**src/fdp_pkg.sv**
```systemverilog
/*
  Shared constants and types for the drive parameter and level controller.
  Assumes a 25 MHz pclk and an APB master with 32-bit data.
*/
package fdp_pkg;

  localparam int unsigned CLK_HZ    = 25000000;
  localparam int unsigned TICK_MS   = 1;
  localparam int unsigned MS_CYCLES = CLK_HZ / 1000 * TICK_MS;

  localparam logic [7:0] OFS_CFG   = 8'h00;
  localparam logic [7:0] OFS_PHASE = 8'h04;
  localparam logic [7:0] OFS_STAT  = 8'h08;

  localparam logic [4:0] BUS_MS_RST = 5'h01;
  localparam logic [5:0] MOT_MS_RST = 6'h01;
  localparam logic [5:0] MOT_MS_MAX = 6'h20;
  localparam logic [2:0] PHASE_RST  = 3'h0;
  localparam logic [2:0] PHASE_OP   = 3'h3;
  localparam logic [2:0] PHASE_TOP  = 3'h4;

  localparam int unsigned SERIES_SERVO = 0;
  localparam int unsigned SERIES_INTEG = 1;

  localparam logic [11:0] IDN_MODE  = 12'h020;
  localparam logic [11:0] IDN_DSTAT = 12'h087;
  localparam logic [11:0] IDN_MODES = 12'h124;
  localparam logic [11:0] IDN_ENTER = 12'h1A4;
  localparam logic [11:0] IDN_EXIT  = 12'h1A6;
  localparam logic [11:0] IDN_INVAL = 12'h1A7;
  localparam logic [11:0] IDN_SMCTL = 12'h1A9;

  localparam logic [11:0] MOTOR_LAST = 12'h0FF;
  localparam logic [11:0] EXT_LAST   = 12'h1FF;
  localparam logic [11:0] MODULE_BASE  = 12'hBB8;
  localparam logic [11:0] MODULE_FIRST = 12'hBB9;
  localparam logic [11:0] MODULE_LAST  = 12'hBF7;

  localparam int unsigned N_MODES = 6;
  localparam logic [7:0] MODE_LIST [N_MODES] =
    '{8'h02, 8'h03, 8'h0A, 8'h0B, 8'h42, 8'h43};
  localparam logic [7:0] MODE_RST = 8'h03;

  localparam logic [1:0] CMD_IDLE = 2'h0;
  localparam logic [1:0] CMD_EXEC = 2'h3;
  localparam int unsigned SMCTL_DECOUPLE = 1;
  localparam int unsigned DEV_LEVEL_BIT  = 4;

  localparam logic [1:0] RDY_NONE = 2'b00;
  localparam logic [1:0] RDY_MAIN = 2'b01;
  localparam logic [1:0] RDY_PWR  = 2'b10;
  localparam logic [1:0] RDY_TORQ = 2'b11;

  typedef enum logic [0:0] {LVL_OL = 1'b0, LVL_PL = 1'b1} fdp_level_e;

  typedef enum logic [3:0] {
    CL_NONE   = 4'h0, CL_MOTOR = 4'h1, CL_MODULE = 4'h2,
    CL_MODE   = 4'h3, CL_DSTAT = 4'h4, CL_MODES  = 4'h5,
    CL_ENTER  = 4'h6, CL_EXIT  = 4'h7, CL_INVAL  = 4'h8,
    CL_SMCTL  = 4'h9
  } fdp_cls_e;

  typedef struct packed {
    logic        write;
    logic        prod;
    logic [11:0] num;
    logic [31:0] data;
  } fdp_svc_req_s;

  typedef struct packed {
    logic        done;
    logic        err;
    logic [31:0] data;
  } fdp_svc_rsp_s;

  typedef struct packed {
    logic        req;
    logic        we;
    logic        module_sel;
    logic [8:0]  addr;
    logic [31:0] data;
  } fdp_tgt_req_s;

endpackage

```
**src/fdp_ctrl.sv**
```systemverilog
/*
  Drive parameter access and sub-device level controller: service channel
  decode onto motor and module registers, operation mode, level state
  machine, cycle time checks and interpolation. APB slave for setup.
  Assumes the service engine, target ports and sync share pclk.
*/
// Register access over APB and the placing of the registers are this design's own decisions.
`timescale 1ns/1ps
module fdp_ctrl #(
  parameter int unsigned MS_CYCLES = fdp_pkg::MS_CYCLES,
  parameter int unsigned SERIES    = fdp_pkg::SERIES_INTEG,
  parameter bit          EXT_RANGE = 1'b1
) (
  input  wire logic                 pclk,
  input  wire logic                 presetn,
  input  wire logic [7:0]           paddr,
  input  wire logic                 psel,
  input  wire logic                 penable,
  input  wire logic                 pwrite,
  input  wire logic [31:0]          pwdata,
  output logic [31:0]               prdata,
  output logic                      pready,
  output logic                      pslverr,
  input  wire logic                 svc_valid,
  input  wire fdp_pkg::fdp_svc_req_s svc_req,
  output logic                      svc_busy,
  output fdp_pkg::fdp_svc_rsp_s     svc_rsp,
  output fdp_pkg::fdp_tgt_req_s     tgt,
  input  wire logic                 tgt_ack,
  input  wire logic [31:0]          tgt_rdata,
  input  wire logic                 tgt_prot_ol,
  input  wire logic                 tgt_prot_pl,
  input  wire logic                 sync_pulse,
  input  wire logic [31:0]          pos_cmd,
  output logic [31:0]               pos_out,
  input  wire logic                 main_power,
  input  wire logic                 torque_on,
  output logic [15:0]               drive_status,
  output logic [15:0]               dev_status,
  output logic                      mon_en,
  output logic [7:0]                op_mode
);

  if (SERIES > fdp_pkg::SERIES_INTEG || MS_CYCLES == 0 ||
      MS_CYCLES > 100000)
  begin : g_chk
    $error("fdp_ctrl: unsupported SERIES or MS_CYCLES");
  end

  typedef enum logic [0:0] {SV_IDLE = 1'b0, SV_WAIT = 1'b1} fdp_svc_e;

  // Bus cycle times per motor series
  function automatic logic bus_ok(input logic [4:0] b);
    case (b)
      5'h01, 5'h02: bus_ok = 1'b1;
      5'h03, 5'h04, 5'h06, 5'h08, 5'h10:
        bus_ok = (SERIES == fdp_pkg::SERIES_INTEG);
      default: bus_ok = 1'b0;
    endcase
  endfunction

  function automatic logic is_mode(input logic [7:0] m);
    is_mode = 1'b0;
    for (int i = 0; i < fdp_pkg::N_MODES; i++)
      if (fdp_pkg::MODE_LIST[i] == m)
        is_mode = 1'b1;
  endfunction

  function automatic fdp_pkg::fdp_cls_e decode(input logic p,
                                               input logic [11:0] n);
    decode = fdp_pkg::CL_NONE;
    if (p && n != 12'h000 && n <= fdp_pkg::MOTOR_LAST)
      decode = fdp_pkg::CL_MOTOR;
    else if (p && EXT_RANGE && n > fdp_pkg::MOTOR_LAST &&
             n <= fdp_pkg::EXT_LAST)
      decode = fdp_pkg::CL_MOTOR;
    else if (p && n >= fdp_pkg::MODULE_FIRST && n <= fdp_pkg::MODULE_LAST)
      decode = fdp_pkg::CL_MODULE;
    else if (!p && n == fdp_pkg::IDN_MODE)
      decode = fdp_pkg::CL_MODE;
    else if (!p && n == fdp_pkg::IDN_DSTAT)
      decode = fdp_pkg::CL_DSTAT;
    else if (!p && n == fdp_pkg::IDN_MODES)
      decode = fdp_pkg::CL_MODES;
    else if (!p && n == fdp_pkg::IDN_ENTER)
      decode = fdp_pkg::CL_ENTER;
    else if (!p && n == fdp_pkg::IDN_EXIT)
      decode = fdp_pkg::CL_EXIT;
    else if (!p && n == fdp_pkg::IDN_INVAL)
      decode = fdp_pkg::CL_INVAL;
    else if (!p && n == fdp_pkg::IDN_SMCTL)
      decode = fdp_pkg::CL_SMCTL;
  endfunction

  logic [4:0]          bus_ms_reg;
  logic [5:0]          mot_ms_reg;
  logic [2:0]          phase_reg;
  logic                refused_reg;
  logic [1:0]          enter_reg;
  logic [1:0]          exit_reg;
  logic [31:0]         smctl_reg;
  logic [1:0]          pwr_meta_reg;
  logic [1:0]          pwr_reg;
  fdp_pkg::fdp_level_e level_reg;
  fdp_pkg::fdp_level_e level_next;
  fdp_svc_e            sv_reg;
  logic                motion_tick;
  logic                bus_tick;
  logic                sync_lost;

  // Motion cycle range and multiple of bus cycle
  wire       bus_good = bus_ok(bus_ms_reg);
  wire       mot_good = bus_good && mot_ms_reg != 6'h00 &&
                        mot_ms_reg <= fdp_pkg::MOT_MS_MAX &&
                        (mot_ms_reg % {1'b0, bus_ms_reg}) == 6'h00;
  wire       cfg_ok   = bus_good && mot_good;
  wire [5:0] ratio    = cfg_ok ? mot_ms_reg / {1'b0, bus_ms_reg} : 6'h01;
  wire [1:0] inval    = {~mot_good, ~bus_good};
  wire       hi_phase = phase_reg >= fdp_pkg::PHASE_OP;
  wire       is_pl    = (level_reg == fdp_pkg::LVL_PL);

  // APB decode and read mux
  wire setup   = psel & ~penable;
  wire acc_wr  = psel & penable & pwrite & pready;
  wire sel_cfg = (paddr == fdp_pkg::OFS_CFG);
  wire sel_ph  = (paddr == fdp_pkg::OFS_PHASE);
  wire sel_st  = (paddr == fdp_pkg::OFS_STAT);
  wire bad_wr  = pwrite & ((sel_cfg & hi_phase) | sel_st |
                 (sel_ph & pwdata[2:0] > fdp_pkg::PHASE_TOP));
  wire apb_err = ~(sel_cfg | sel_ph | sel_st) | bad_wr;
  wire [31:0] rd_mux =
    sel_cfg ? {18'h00000, mot_ms_reg, 3'h0, bus_ms_reg} :
    sel_ph  ? {29'h00000000, phase_reg} :
    sel_st  ? {12'h000, sync_lost, cfg_ok, refused_reg, is_pl,
               drive_status} : 32'h00000000;
  wire wr_cfg = acc_wr & ~pslverr & sel_cfg;
  wire wr_ph  = acc_wr & ~pslverr & sel_ph;
  wire ph_top = pwdata[2:0] == fdp_pkg::PHASE_TOP;

  always_ff @(posedge pclk or negedge presetn)
  begin
    if (!presetn)
    begin
      prdata  <= 32'h00000000;
      pslverr <= 1'b0;
      pready  <= 1'b0;
    end
    else
    begin
      pready <= 1'b1;
      if (setup)
      begin
        prdata  <= pwrite ? 32'h00000000 : rd_mux;
        pslverr <= apb_err;
      end
    end
  end

  always_ff @(posedge pclk or negedge presetn)
  begin
    if (!presetn)
    begin
      bus_ms_reg  <= fdp_pkg::BUS_MS_RST;
      mot_ms_reg  <= fdp_pkg::MOT_MS_RST;
      phase_reg   <= fdp_pkg::PHASE_RST;
      refused_reg <= 1'b0;
    end
    else
    begin
      if (wr_cfg)
      begin
        bus_ms_reg <= pwdata[4:0];
        mot_ms_reg <= pwdata[13:8];
      end
      // Top phase needs a valid cycle setup
      if (wr_ph && ph_top && !cfg_ok)
        refused_reg <= 1'b1;
      else if (wr_ph)
      begin
        phase_reg   <= pwdata[2:0];
        refused_reg <= 1'b0;
      end
    end
  end

  // Service channel decode
  wire fdp_pkg::fdp_cls_e cls = decode(svc_req.prod, svc_req.num);
  wire take   = svc_valid & (sv_reg == SV_IDLE);
  wire wr     = svc_req.write;
  wire [1:0] cmd = svc_req.data[1:0];
  wire is_tgt = (cls == fdp_pkg::CL_MOTOR) | (cls == fdp_pkg::CL_MODULE);
  wire prot   = is_pl ? tgt_prot_pl : tgt_prot_ol;
  wire decoupled = smctl_reg[fdp_pkg::SMCTL_DECOUPLE];
  // Execute on 3 only after 0
  wire ent_run = wr & (cmd == fdp_pkg::CMD_EXEC);
  wire ent_bad = ent_run & ((enter_reg != fdp_pkg::CMD_IDLE) | ~decoupled);
  wire ext_bad = ent_run & ((exit_reg != fdp_pkg::CMD_IDLE) | ~decoupled |
                 ~hi_phase | (inval != 2'b00));
  wire enter_go = take & (cls == fdp_pkg::CL_ENTER) & ent_run & ~ent_bad;
  wire exit_go  = take & (cls == fdp_pkg::CL_EXIT) & ent_run & ~ext_bad;
  wire [2:0] midx = svc_req.data[2:0];
  wire [7:0] mode_at = (midx == 3'h0 || midx > 3'(fdp_pkg::N_MODES)) ?
                       8'(fdp_pkg::N_MODES) :
                       fdp_pkg::MODE_LIST[midx - 3'h1];

  logic        imm_err;
  logic [31:0] imm_data;

  always_comb
  begin
    imm_err  = 1'b0;
    imm_data = 32'h00000000;
    case (cls)
      fdp_pkg::CL_MOTOR, fdp_pkg::CL_MODULE: imm_err = wr & prot;
      fdp_pkg::CL_MODE:
      begin
        imm_err  = wr & (~is_pl | ~is_mode(svc_req.data[7:0]));
        imm_data = {24'h000000, op_mode};
      end
      fdp_pkg::CL_DSTAT:
      begin
        imm_err  = wr;
        imm_data = {16'h0000, drive_status};
      end
      fdp_pkg::CL_MODES:
      begin
        imm_err  = wr;
        imm_data = {24'h000000, mode_at};
      end
      fdp_pkg::CL_ENTER:
      begin
        imm_err  = ent_bad;
        imm_data = {30'h00000000, enter_reg};
      end
      fdp_pkg::CL_EXIT:
      begin
        imm_err  = ext_bad;
        imm_data = {30'h00000000, exit_reg};
      end
      fdp_pkg::CL_INVAL:
      begin
        imm_err  = wr;
        imm_data = {30'h00000000, inval};
      end
      fdp_pkg::CL_SMCTL: imm_data = smctl_reg;
      default: imm_err = 1'b1;
    endcase
  end

  wire go_tgt = take & is_tgt & ~imm_err;
  wire imm_ok = take & ~imm_err;
  wire [8:0] tgt_addr = (cls == fdp_pkg::CL_MODULE) ?
    9'(svc_req.num - fdp_pkg::MODULE_BASE) : svc_req.num[8:0];

  always_ff @(posedge pclk or negedge presetn)
  begin
    if (!presetn)
    begin
      sv_reg   <= SV_IDLE;
      svc_busy <= 1'b0;
      svc_rsp  <= '0;
      tgt      <= '0;
    end
    else
    begin
      svc_rsp.done <= 1'b0;
      if (go_tgt)
      begin
        sv_reg   <= SV_WAIT;
        svc_busy <= 1'b1;
        tgt      <= '{1'b1, wr, cls == fdp_pkg::CL_MODULE, tgt_addr,
                      svc_req.data};
      end
      else if (take)
        svc_rsp <= '{1'b1, imm_err, imm_err ? 32'h00000000 : imm_data};
      else if (sv_reg == SV_WAIT && tgt_ack)
      begin
        sv_reg   <= SV_IDLE;
        svc_busy <= 1'b0;
        tgt.req  <= 1'b0;
        svc_rsp  <= '{1'b1, 1'b0, tgt.we ? 32'h00000000 : tgt_rdata};
      end
    end
  end

  always_ff @(posedge pclk or negedge presetn)
  begin
    if (!presetn)
    begin
      op_mode   <= fdp_pkg::MODE_RST;
      enter_reg <= fdp_pkg::CMD_IDLE;
      exit_reg  <= fdp_pkg::CMD_IDLE;
      smctl_reg <= 32'h00000000;
    end
    else if (imm_ok && wr)
    begin
      if (cls == fdp_pkg::CL_MODE)
        op_mode <= svc_req.data[7:0];
      if (cls == fdp_pkg::CL_ENTER)
        enter_reg <= cmd;
      if (cls == fdp_pkg::CL_EXIT)
        exit_reg <= cmd;
      if (cls == fdp_pkg::CL_SMCTL)
        smctl_reg <= svc_req.data;
    end
  end

  assign level_next = !decoupled ?
                        (hi_phase ? fdp_pkg::LVL_OL : fdp_pkg::LVL_PL) :
                      !hi_phase ? fdp_pkg::LVL_PL :
                      enter_go  ? fdp_pkg::LVL_PL :
                      exit_go   ? fdp_pkg::LVL_OL : level_reg;

  // Readiness from level, power and torque
  wire [1:0] rdy = is_pl        ? fdp_pkg::RDY_NONE :
                   pwr_reg[1]   ? fdp_pkg::RDY_TORQ :
                   pwr_reg[0]   ? fdp_pkg::RDY_PWR  : fdp_pkg::RDY_MAIN;

  always_ff @(posedge pclk or negedge presetn)
  begin
    if (!presetn)
    begin
      pwr_meta_reg <= 2'b00;
      pwr_reg      <= 2'b00;
      level_reg    <= fdp_pkg::LVL_PL;
      drive_status <= 16'h0000;
      dev_status   <= 16'h0000;
      mon_en       <= 1'b0;
    end
    else
    begin
      pwr_meta_reg <= {torque_on, main_power};
      pwr_reg      <= pwr_meta_reg;
      level_reg    <= level_next;
      // Parameter level forces bits 15-14 low
      drive_status <= {rdy, 14'h0000};
      // Operating level monitors, bit 4 low
      mon_en       <= ~is_pl;
      dev_status   <= 16'(is_pl) << fdp_pkg::DEV_LEVEL_BIT;
    end
  end

  // Motion timing locked to the bus cycle
  fdp_cycle #(
    .MS_CYCLES (MS_CYCLES)
  ) u_cycle (
    .pclk        (pclk),
    .presetn     (presetn),
    .sync_pulse  (sync_pulse),
    .bus_ms      (bus_ms_reg),
    .ratio       (ratio),
    .bus_tick    (bus_tick),
    .motion_tick (motion_tick),
    .sync_lost   (sync_lost)
  );

  fdp_interp u_interp (
    .pclk        (pclk),
    .presetn     (presetn),
    .bus_tick    (bus_tick),
    .motion_tick (motion_tick),
    .interp_en   (op_mode[0]),
    .ratio       (ratio),
    .pos_cmd     (pos_cmd),
    .pos_out     (pos_out)
  );
endmodule

```
**src/fdp_cycle.sv**
```systemverilog
/*
  Bus cycle follower: re-times the master's sync pulse, derives the motion
  tick every ratio bus cycles and flags a missing sync.
  Assumes sync_pulse is a one-cycle pulse from logic on pclk.
*/
`timescale 1ns/1ps
module fdp_cycle #(
  parameter int unsigned MS_CYCLES = fdp_pkg::MS_CYCLES
) (
  input  wire logic       pclk,
  input  wire logic       presetn,
  input  wire logic       sync_pulse,
  input  wire logic [4:0] bus_ms,
  input  wire logic [5:0] ratio,
  output logic            bus_tick,
  output logic            motion_tick,
  output logic            sync_lost
);

  logic [20:0] cnt_reg;
  logic [5:0]  bcnt_reg;
  wire  [20:0] limit  = 21'((32'(bus_ms) + 32'd1) * MS_CYCLES);
  wire         wrap   = (bcnt_reg + 6'h01) >= ratio;

  always_ff @(posedge pclk or negedge presetn)
  begin
    if (!presetn)
    begin
      cnt_reg     <= 21'h000000;
      bcnt_reg    <= 6'h00;
      bus_tick    <= 1'b0;
      motion_tick <= 1'b0;
      sync_lost   <= 1'b0;
    end
    else
    begin
      bus_tick    <= sync_pulse;
      motion_tick <= sync_pulse & wrap;
      if (sync_pulse)
      begin
        cnt_reg   <= 21'h000000;
        bcnt_reg  <= wrap ? 6'h00 : bcnt_reg + 6'h01;
        sync_lost <= 1'b0;
      end
      else if (cnt_reg >= limit)
        sync_lost <= 1'b1;
      else
        cnt_reg <= cnt_reg + 21'h000001;
    end
  end
endmodule

```
**src/fdp_interp.sv**
```systemverilog
/*
  Position interpolator: spreads each cyclic position command over the
  bus cycles of one motion cycle, ending exactly on the command.
  Assumes bus_tick and motion_tick come from fdp_cycle.
*/
`timescale 1ns/1ps
module fdp_interp (
  input  wire logic        pclk,
  input  wire logic        presetn,
  input  wire logic        bus_tick,
  input  wire logic        motion_tick,
  input  wire logic        interp_en,
  input  wire logic [5:0]  ratio,
  input  wire logic [31:0] pos_cmd,
  output logic [31:0]      pos_out
);

  logic [31:0] target_reg;
  logic [31:0] step_reg;
  logic [5:0]  left_reg;
  wire  [32:0] diff = 33'($signed(pos_cmd) - $signed(pos_out));
  wire  [32:0] step = 33'($signed(diff) / $signed({27'h0, ratio}));

  // Linear steps, last step snaps to target
  always_ff @(posedge pclk or negedge presetn)
  begin
    if (!presetn)
    begin
      pos_out    <= 32'h00000000;
      target_reg <= 32'h00000000;
      step_reg   <= 32'h00000000;
      left_reg   <= 6'h00;
    end
    else if (motion_tick && interp_en && ratio > 6'h01)
    begin
      target_reg <= pos_cmd;
      step_reg   <= step[31:0];
      pos_out    <= pos_out + step[31:0];
      left_reg   <= ratio - 6'h01;
    end
    else if (bus_tick && left_reg > 6'h01)
    begin
      pos_out  <= pos_out + step_reg;
      left_reg <= left_reg - 6'h01;
    end
    else if (bus_tick && left_reg == 6'h01)
    begin
      pos_out  <= target_reg;
      left_reg <= 6'h00;
    end
    else if (bus_tick)
      pos_out <= pos_cmd;
  end
endmodule

```
**config.mk**
```make
export PLATFORM = sky130hd
export DESIGN_NAME = fdp_ctrl
export DESIGN_NICKNAME = d
export VERILOG_FILES = /design/src/fdp_pkg.sv /design/src/fdp_ctrl.sv /design/src/fdp_cycle.sv /design/src/fdp_interp.sv
export SDC_FILE = /design/constraint.sdc
export NUM_CORES = 1
export LEC_CHECK = 0
export BUFFER_PORTS_ARGS = -buffer_cell sky130_fd_sc_hd__buf_2
export CAP_MARGIN = 20
export CORE_MARGIN = 5
export CORE_UTILIZATION = 30
export CTS_CLUSTER_DIAMETER = 200
export DETAILED_ROUTE_END_ITERATION = 8
export HOLD_SLACK_MARGIN = 0.05
export SETUP_SLACK_MARGIN = 0.3
export SLEW_MARGIN = 20
export SYNTH_ARGS = -nofsm -noshare
export SYNTH_HDL_FRONTEND = slang
export SYNTH_SLANG_ARGS = --single-unit
```
**constraint.sdc**
```tcl
create_clock -name pclk -period 134 [get_ports pclk]
set_input_delay 6.7 -clock pclk [delete_from_list [all_inputs] [get_ports pclk]]
set_output_delay 6.7 -clock pclk [all_outputs]
set_load 0.03 [all_outputs]
```
==> parameters.txt <==
Parameter                              Value

STA
  Fin. max-slew vios ... 0
  Slew HR ... 0.224
  Hold Vio Cnt, Final ... 0
  Achievable frequency ... 8.95 MHz
  Summed negative setup slack over all endpoints ... 0 ns
  Shortest period the worst path allows ... 111.71 ns
  Final period utilization ... 0.834
  Post-route worst setup slack ... 22.29 ns
  Clock skew ... 0.0403 ns
  Tightest Pin Transition ... 1.16 ns
  Count of final setup violators ... 0
  Setup repair after global routing missed its margin ... no

GRT
  First-pass GRT wire length ... 220 mm
  Total GRT Usage ... 0.176
  Met2 usage ... 0.293
  Via count of the first global-routing pass ... 39100
  Gr busiest metal ... met2
  Global Route met3 Usage ... 0.0195
  Overall overflow remaining after global route ... 0
  Global routing met1 resource utilization ... 0.245
  Initial antenna violation count ... 25
  Largest net degree at the start of global routing ... 113

CTS
  Post-cts sizing count ... 0
  Clock network latency to the later pin of the worst-skew pair ... 0.58 ns
  Level count of the clock H-tree ... 2
  CTS Sinks ... 297
  Clock transition at the registers of the reported paths ... 0.06 ns
  Quantity of hold-fixing buffers added after cts ... 0
  Buffers from clock root to sink, at most ... 3
  Number of setup buffers added after CTS ... 0
  CTS tree ... built
  Clock root buffer ... sky130_fd_sc_hd__clkbuf_16
  TritonCTS Buffers ... 38

Setup path
  Nature of the critical path startpoint ... input pin
  Slowest library cell on the worst path ... sky130_fd_sc_hd__or4_4
  Reg2Reg Setup Slack ... 22.77 ns
  Worst setup path class ... input pin to register
  Type of element capturing the critical path ... register
  Critical Path Most Common Cell ... sky130_fd_sc_hd__o21a_1
  Crit path DAT ... 112.11 ns
  Worst path required time ... 134.40 ns
  Worst stage delay on the critical path ... 0.81 ns
  Maximum net fanout on the critical path ... 22

Finish
  Post-layout nets ... 6072
  Biggest register ... tgt
  Area growth, synth to finish ... 9.38%
  Fraction of final layout cells sized beyond drive strength 1 ... 0.179
  Largest registers ... tgt x43, svc_rsp x34
  Flip-flop count of the largest register after layout ... 43

Synth
  Largest family of logic cells by synthesized area ... compound AO/OA/AOI/OAI gates
  Mux share of post-synthesis cell area ... 0.0525
  Post-Synthesis Cells ... 5356
  Top-count cell post-synth ... sky130_fd_sc_hd__nand2_1
  Share of the synthesized area in compound gates (AO/OA/AOI/OAI) ... 0.269
  Mean cell area of the mapped netlist ... 7.95 um2
  Fraction of the mapped netlist area in adder cells ... 0.115
  Post-synthesis async set-or-reset flop share ... 1.00
  Count of flip-flops with a built-in enable after synthesis ... 0
  Sequential fraction of the synthesis area ... 0.175
  Post-synthesis share of cell area spent on xor and xnor gates ... 0.0719
  Primary flip-flop cell chosen by synthesis mapping ... sky130_fd_sc_hd__dfrtp_1
  Cells taking the most area after synthesis ... sky130_fd_sc_hd__dfrtp_1 (17%), sky130_fd_sc_hd__ha_1 (11%), sky130_fd_sc_hd__nand2_1 (5.2%), sky130_fd_sc_hd__xnor2_1 (4.5%), sky130_fd_sc_hd__a21oi_1 (3.8%)
  Cell types with the highest counts after synthesis ... sky130_fd_sc_hd__nand2_1 (594), sky130_fd_sc_hd__nor2_1 (428), sky130_fd_sc_hd__ha_1 (376), sky130_fd_sc_hd__a21oi_1 (324), sky130_fd_sc_hd__dfrtp_1 (292)
  Number of distinct library cells after synthesis ... 184
  Warning count from the yosys run ... 0
  Post-synthesis share of cell area spent on and, or, nand and nor gates ... 0.259
  Post-synth top area share ... 0.172
  Cell type contributing the most total cell area after synthesis ... sky130_fd_sc_hd__dfrtp_1
  Post-synthesis instance area ... 42600 um2
  Number of synthesized register bits ... 297

Outcome
  Outcome ... completed

Route
  Routed via count divided by cell count ... 5.53
  Number of optimization iterations in the first detailed-route pass ... 8
  DRT iter0 DRCs ... 3072
  Drt total wl ... 139 mm
  Average wire per cell in the routed design ... 18.7 um
  Via count of the routed design ... 41200
  Final ANT Viol Nets ... 0
  # DRC ... 0

Placement
  Post-placement worst setup slack ... 22.63 ns
  Half-perimeter wire length after placement ... 111 mm
  Weighted congestion reported at the end of routability-driven placement ... 0.917
  Number of input and output port buffers inserted ... 282

Floorplanning
  Effective utilization at floorplan ... 0.301
  Total Die Area ... 150000 um2
  Die Ht ... 387 um
  Core area ... 141000 um2
  Number of placement rows ... 138
  IO Pins ... 348
  X dimension of the die ... 387 um

Run
  Number of max-cap violations ... 0

Hold path
  Class of the most critical hold timing path ... register to register
final timing paths:
path	startpoint	endpoint	depth (start not counted)
worst max-delay path	pos_cmd[0]	u_interp.pos_out[31]	444
worst min-delay path	pwr_meta_reg[0]	pwr_reg[0]	0
worst max register to register	bus_ms_reg[0]	u_interp.pos_out[31]	458
worst min register to register	pwr_meta_reg[0]	pwr_reg[0]	0
max in group asynchronous	presetn	u_interp.step_reg[13]	3
min in group asynchronous	presetn	prdata[17]	1
routing by layer:
metal / wire length [um] / vias up
met2: 64000 / 1023
li1: - / 20200
met3: 7330 / 155
met4: 3020 / 4
met5: 27 / -
met1: 64800 / 19900
layout make-up:
cell class | instances | area, um2
antenna | 12 | 30.0
clock buffer | 54 | 1120
multi-input combinational | 4634 | 32900
inverter | 240 | 908
tap | 1890 | 2360
clock inverter | 15 | 155
fill | 14900 | 94800
timing repair buffer | 314 | 1660
sequential | 297 | 7440
layout by cell type (no fill, tap or decap), types with 24 or more instances in the layout:
| cell | synthesis | routed |
|---|---|---|
| sky130_fd_sc_hd__and3_1 | 44 | 43 |
| sky130_fd_sc_hd__a21o_1 | 66 | 66 |
| sky130_fd_sc_hd__or3_1 | 41 | 41 |
| sky130_fd_sc_hd__nand4_1 | 53 | 53 |
| sky130_fd_sc_hd__or2_2 | 39 | 39 |
| sky130_fd_sc_hd__conb_1 | 2 | 45 |
| sky130_fd_sc_hd__nor2_1 | 428 | 425 |
| sky130_fd_sc_hd__dfrtp_1 | 292 | 291 |
| sky130_fd_sc_hd__clkbuf_16 | 0 | 39 |
| sky130_fd_sc_hd__xor2_1 | 126 | 126 |
| sky130_fd_sc_hd__mux2i_1 | 50 | 50 |
| sky130_fd_sc_hd__o31ai_1 | 73 | 73 |
| sky130_fd_sc_hd__nand3_1 | 167 | 165 |
| sky130_fd_sc_hd__ha_1 | 376 | 376 |
| sky130_fd_sc_hd__nor3_1 | 213 | 213 |
| sky130_fd_sc_hd__xnor2_1 | 220 | 220 |
| sky130_fd_sc_hd__nand2b_1 | 49 | 49 |
| sky130_fd_sc_hd__o211ai_1 | 69 | 69 |
| sky130_fd_sc_hd__a31oi_1 | 42 | 42 |
| sky130_fd_sc_hd__and2_1 | 35 | 35 |
| sky130_fd_sc_hd__a21o_2 | 26 | 26 |
| sky130_fd_sc_hd__nand2_1 | 594 | 589 |
| sky130_fd_sc_hd__a211oi_1 | 48 | 48 |
| sky130_fd_sc_hd__buf_2 | 17 | 281 |
| sky130_fd_sc_hd__mux2_2 | 139 | 139 |
| sky130_fd_sc_hd__o21bai_1 | 55 | 54 |
| sky130_fd_sc_hd__o21a_1 | 147 | 147 |
| sky130_fd_sc_hd__inv_1 | 237 | 237 |
| sky130_fd_sc_hd__nor2b_1 | 37 | 37 |
| sky130_fd_sc_hd__o21ai_0 | 250 | 249 |
| sky130_fd_sc_hd__o21ai_1 | 27 | 27 |
| sky130_fd_sc_hd__a21oi_1 | 324 | 324 |
| sky130_fd_sc_hd__nor4_1 | 49 | 47 |
| sky130_fd_sc_hd__buf_4 | 56 | 32 |
| sky130_fd_sc_hd__a222oi_1 | 24 | 24 |
worst max-delay path: cells and delay by family:
family	cells	cell delay [ns]
XOR/XNOR	4	0.69
AO/OA/AOI/OAI	231	51.05
adder cells (fa/ha/maj)	36	10.82
buffers and inverters	23	2.39
multiplexers	7	2.07
AND/OR/NAND/NOR	143	38.12
cells by family after synthesis:
| family | count (synthesis) |
|---|---|
| AND/OR/NAND/NOR | 2074 |
| AO/OA/AOI/OAI | 1583 |
| buffers and inverters | 468 |
| adder cells (fa/ha/maj) | 386 |
| XOR/XNOR | 348 |
| flip-flops | 297 |
| multiplexers | 198 |
| other | 2 |
through the flow:
| stage | instances | util | cell area (um2) | hold slack, ns |
|---|---|---|---|---|
| after detailed placement | 7375 | 0.320 | 45300 | 0.346 |
| after global routing | 7451 | 0.329 | 46600 | 0.375 |
| final | 7456 | 0.329 | 46600 | 0.362 |
| after global placement | 7375 | 0.320 | 45300 | 0.333 |
| after floorplan | 5399 | - | 42800 | 0.331 |
| after CTS | 7444 | 0.329 | 46500 | 0.359 |
Power is left out: the tool's default activity adds up to more than one toggle a clock period on the data nets, which glitch-free logic cannot reach.
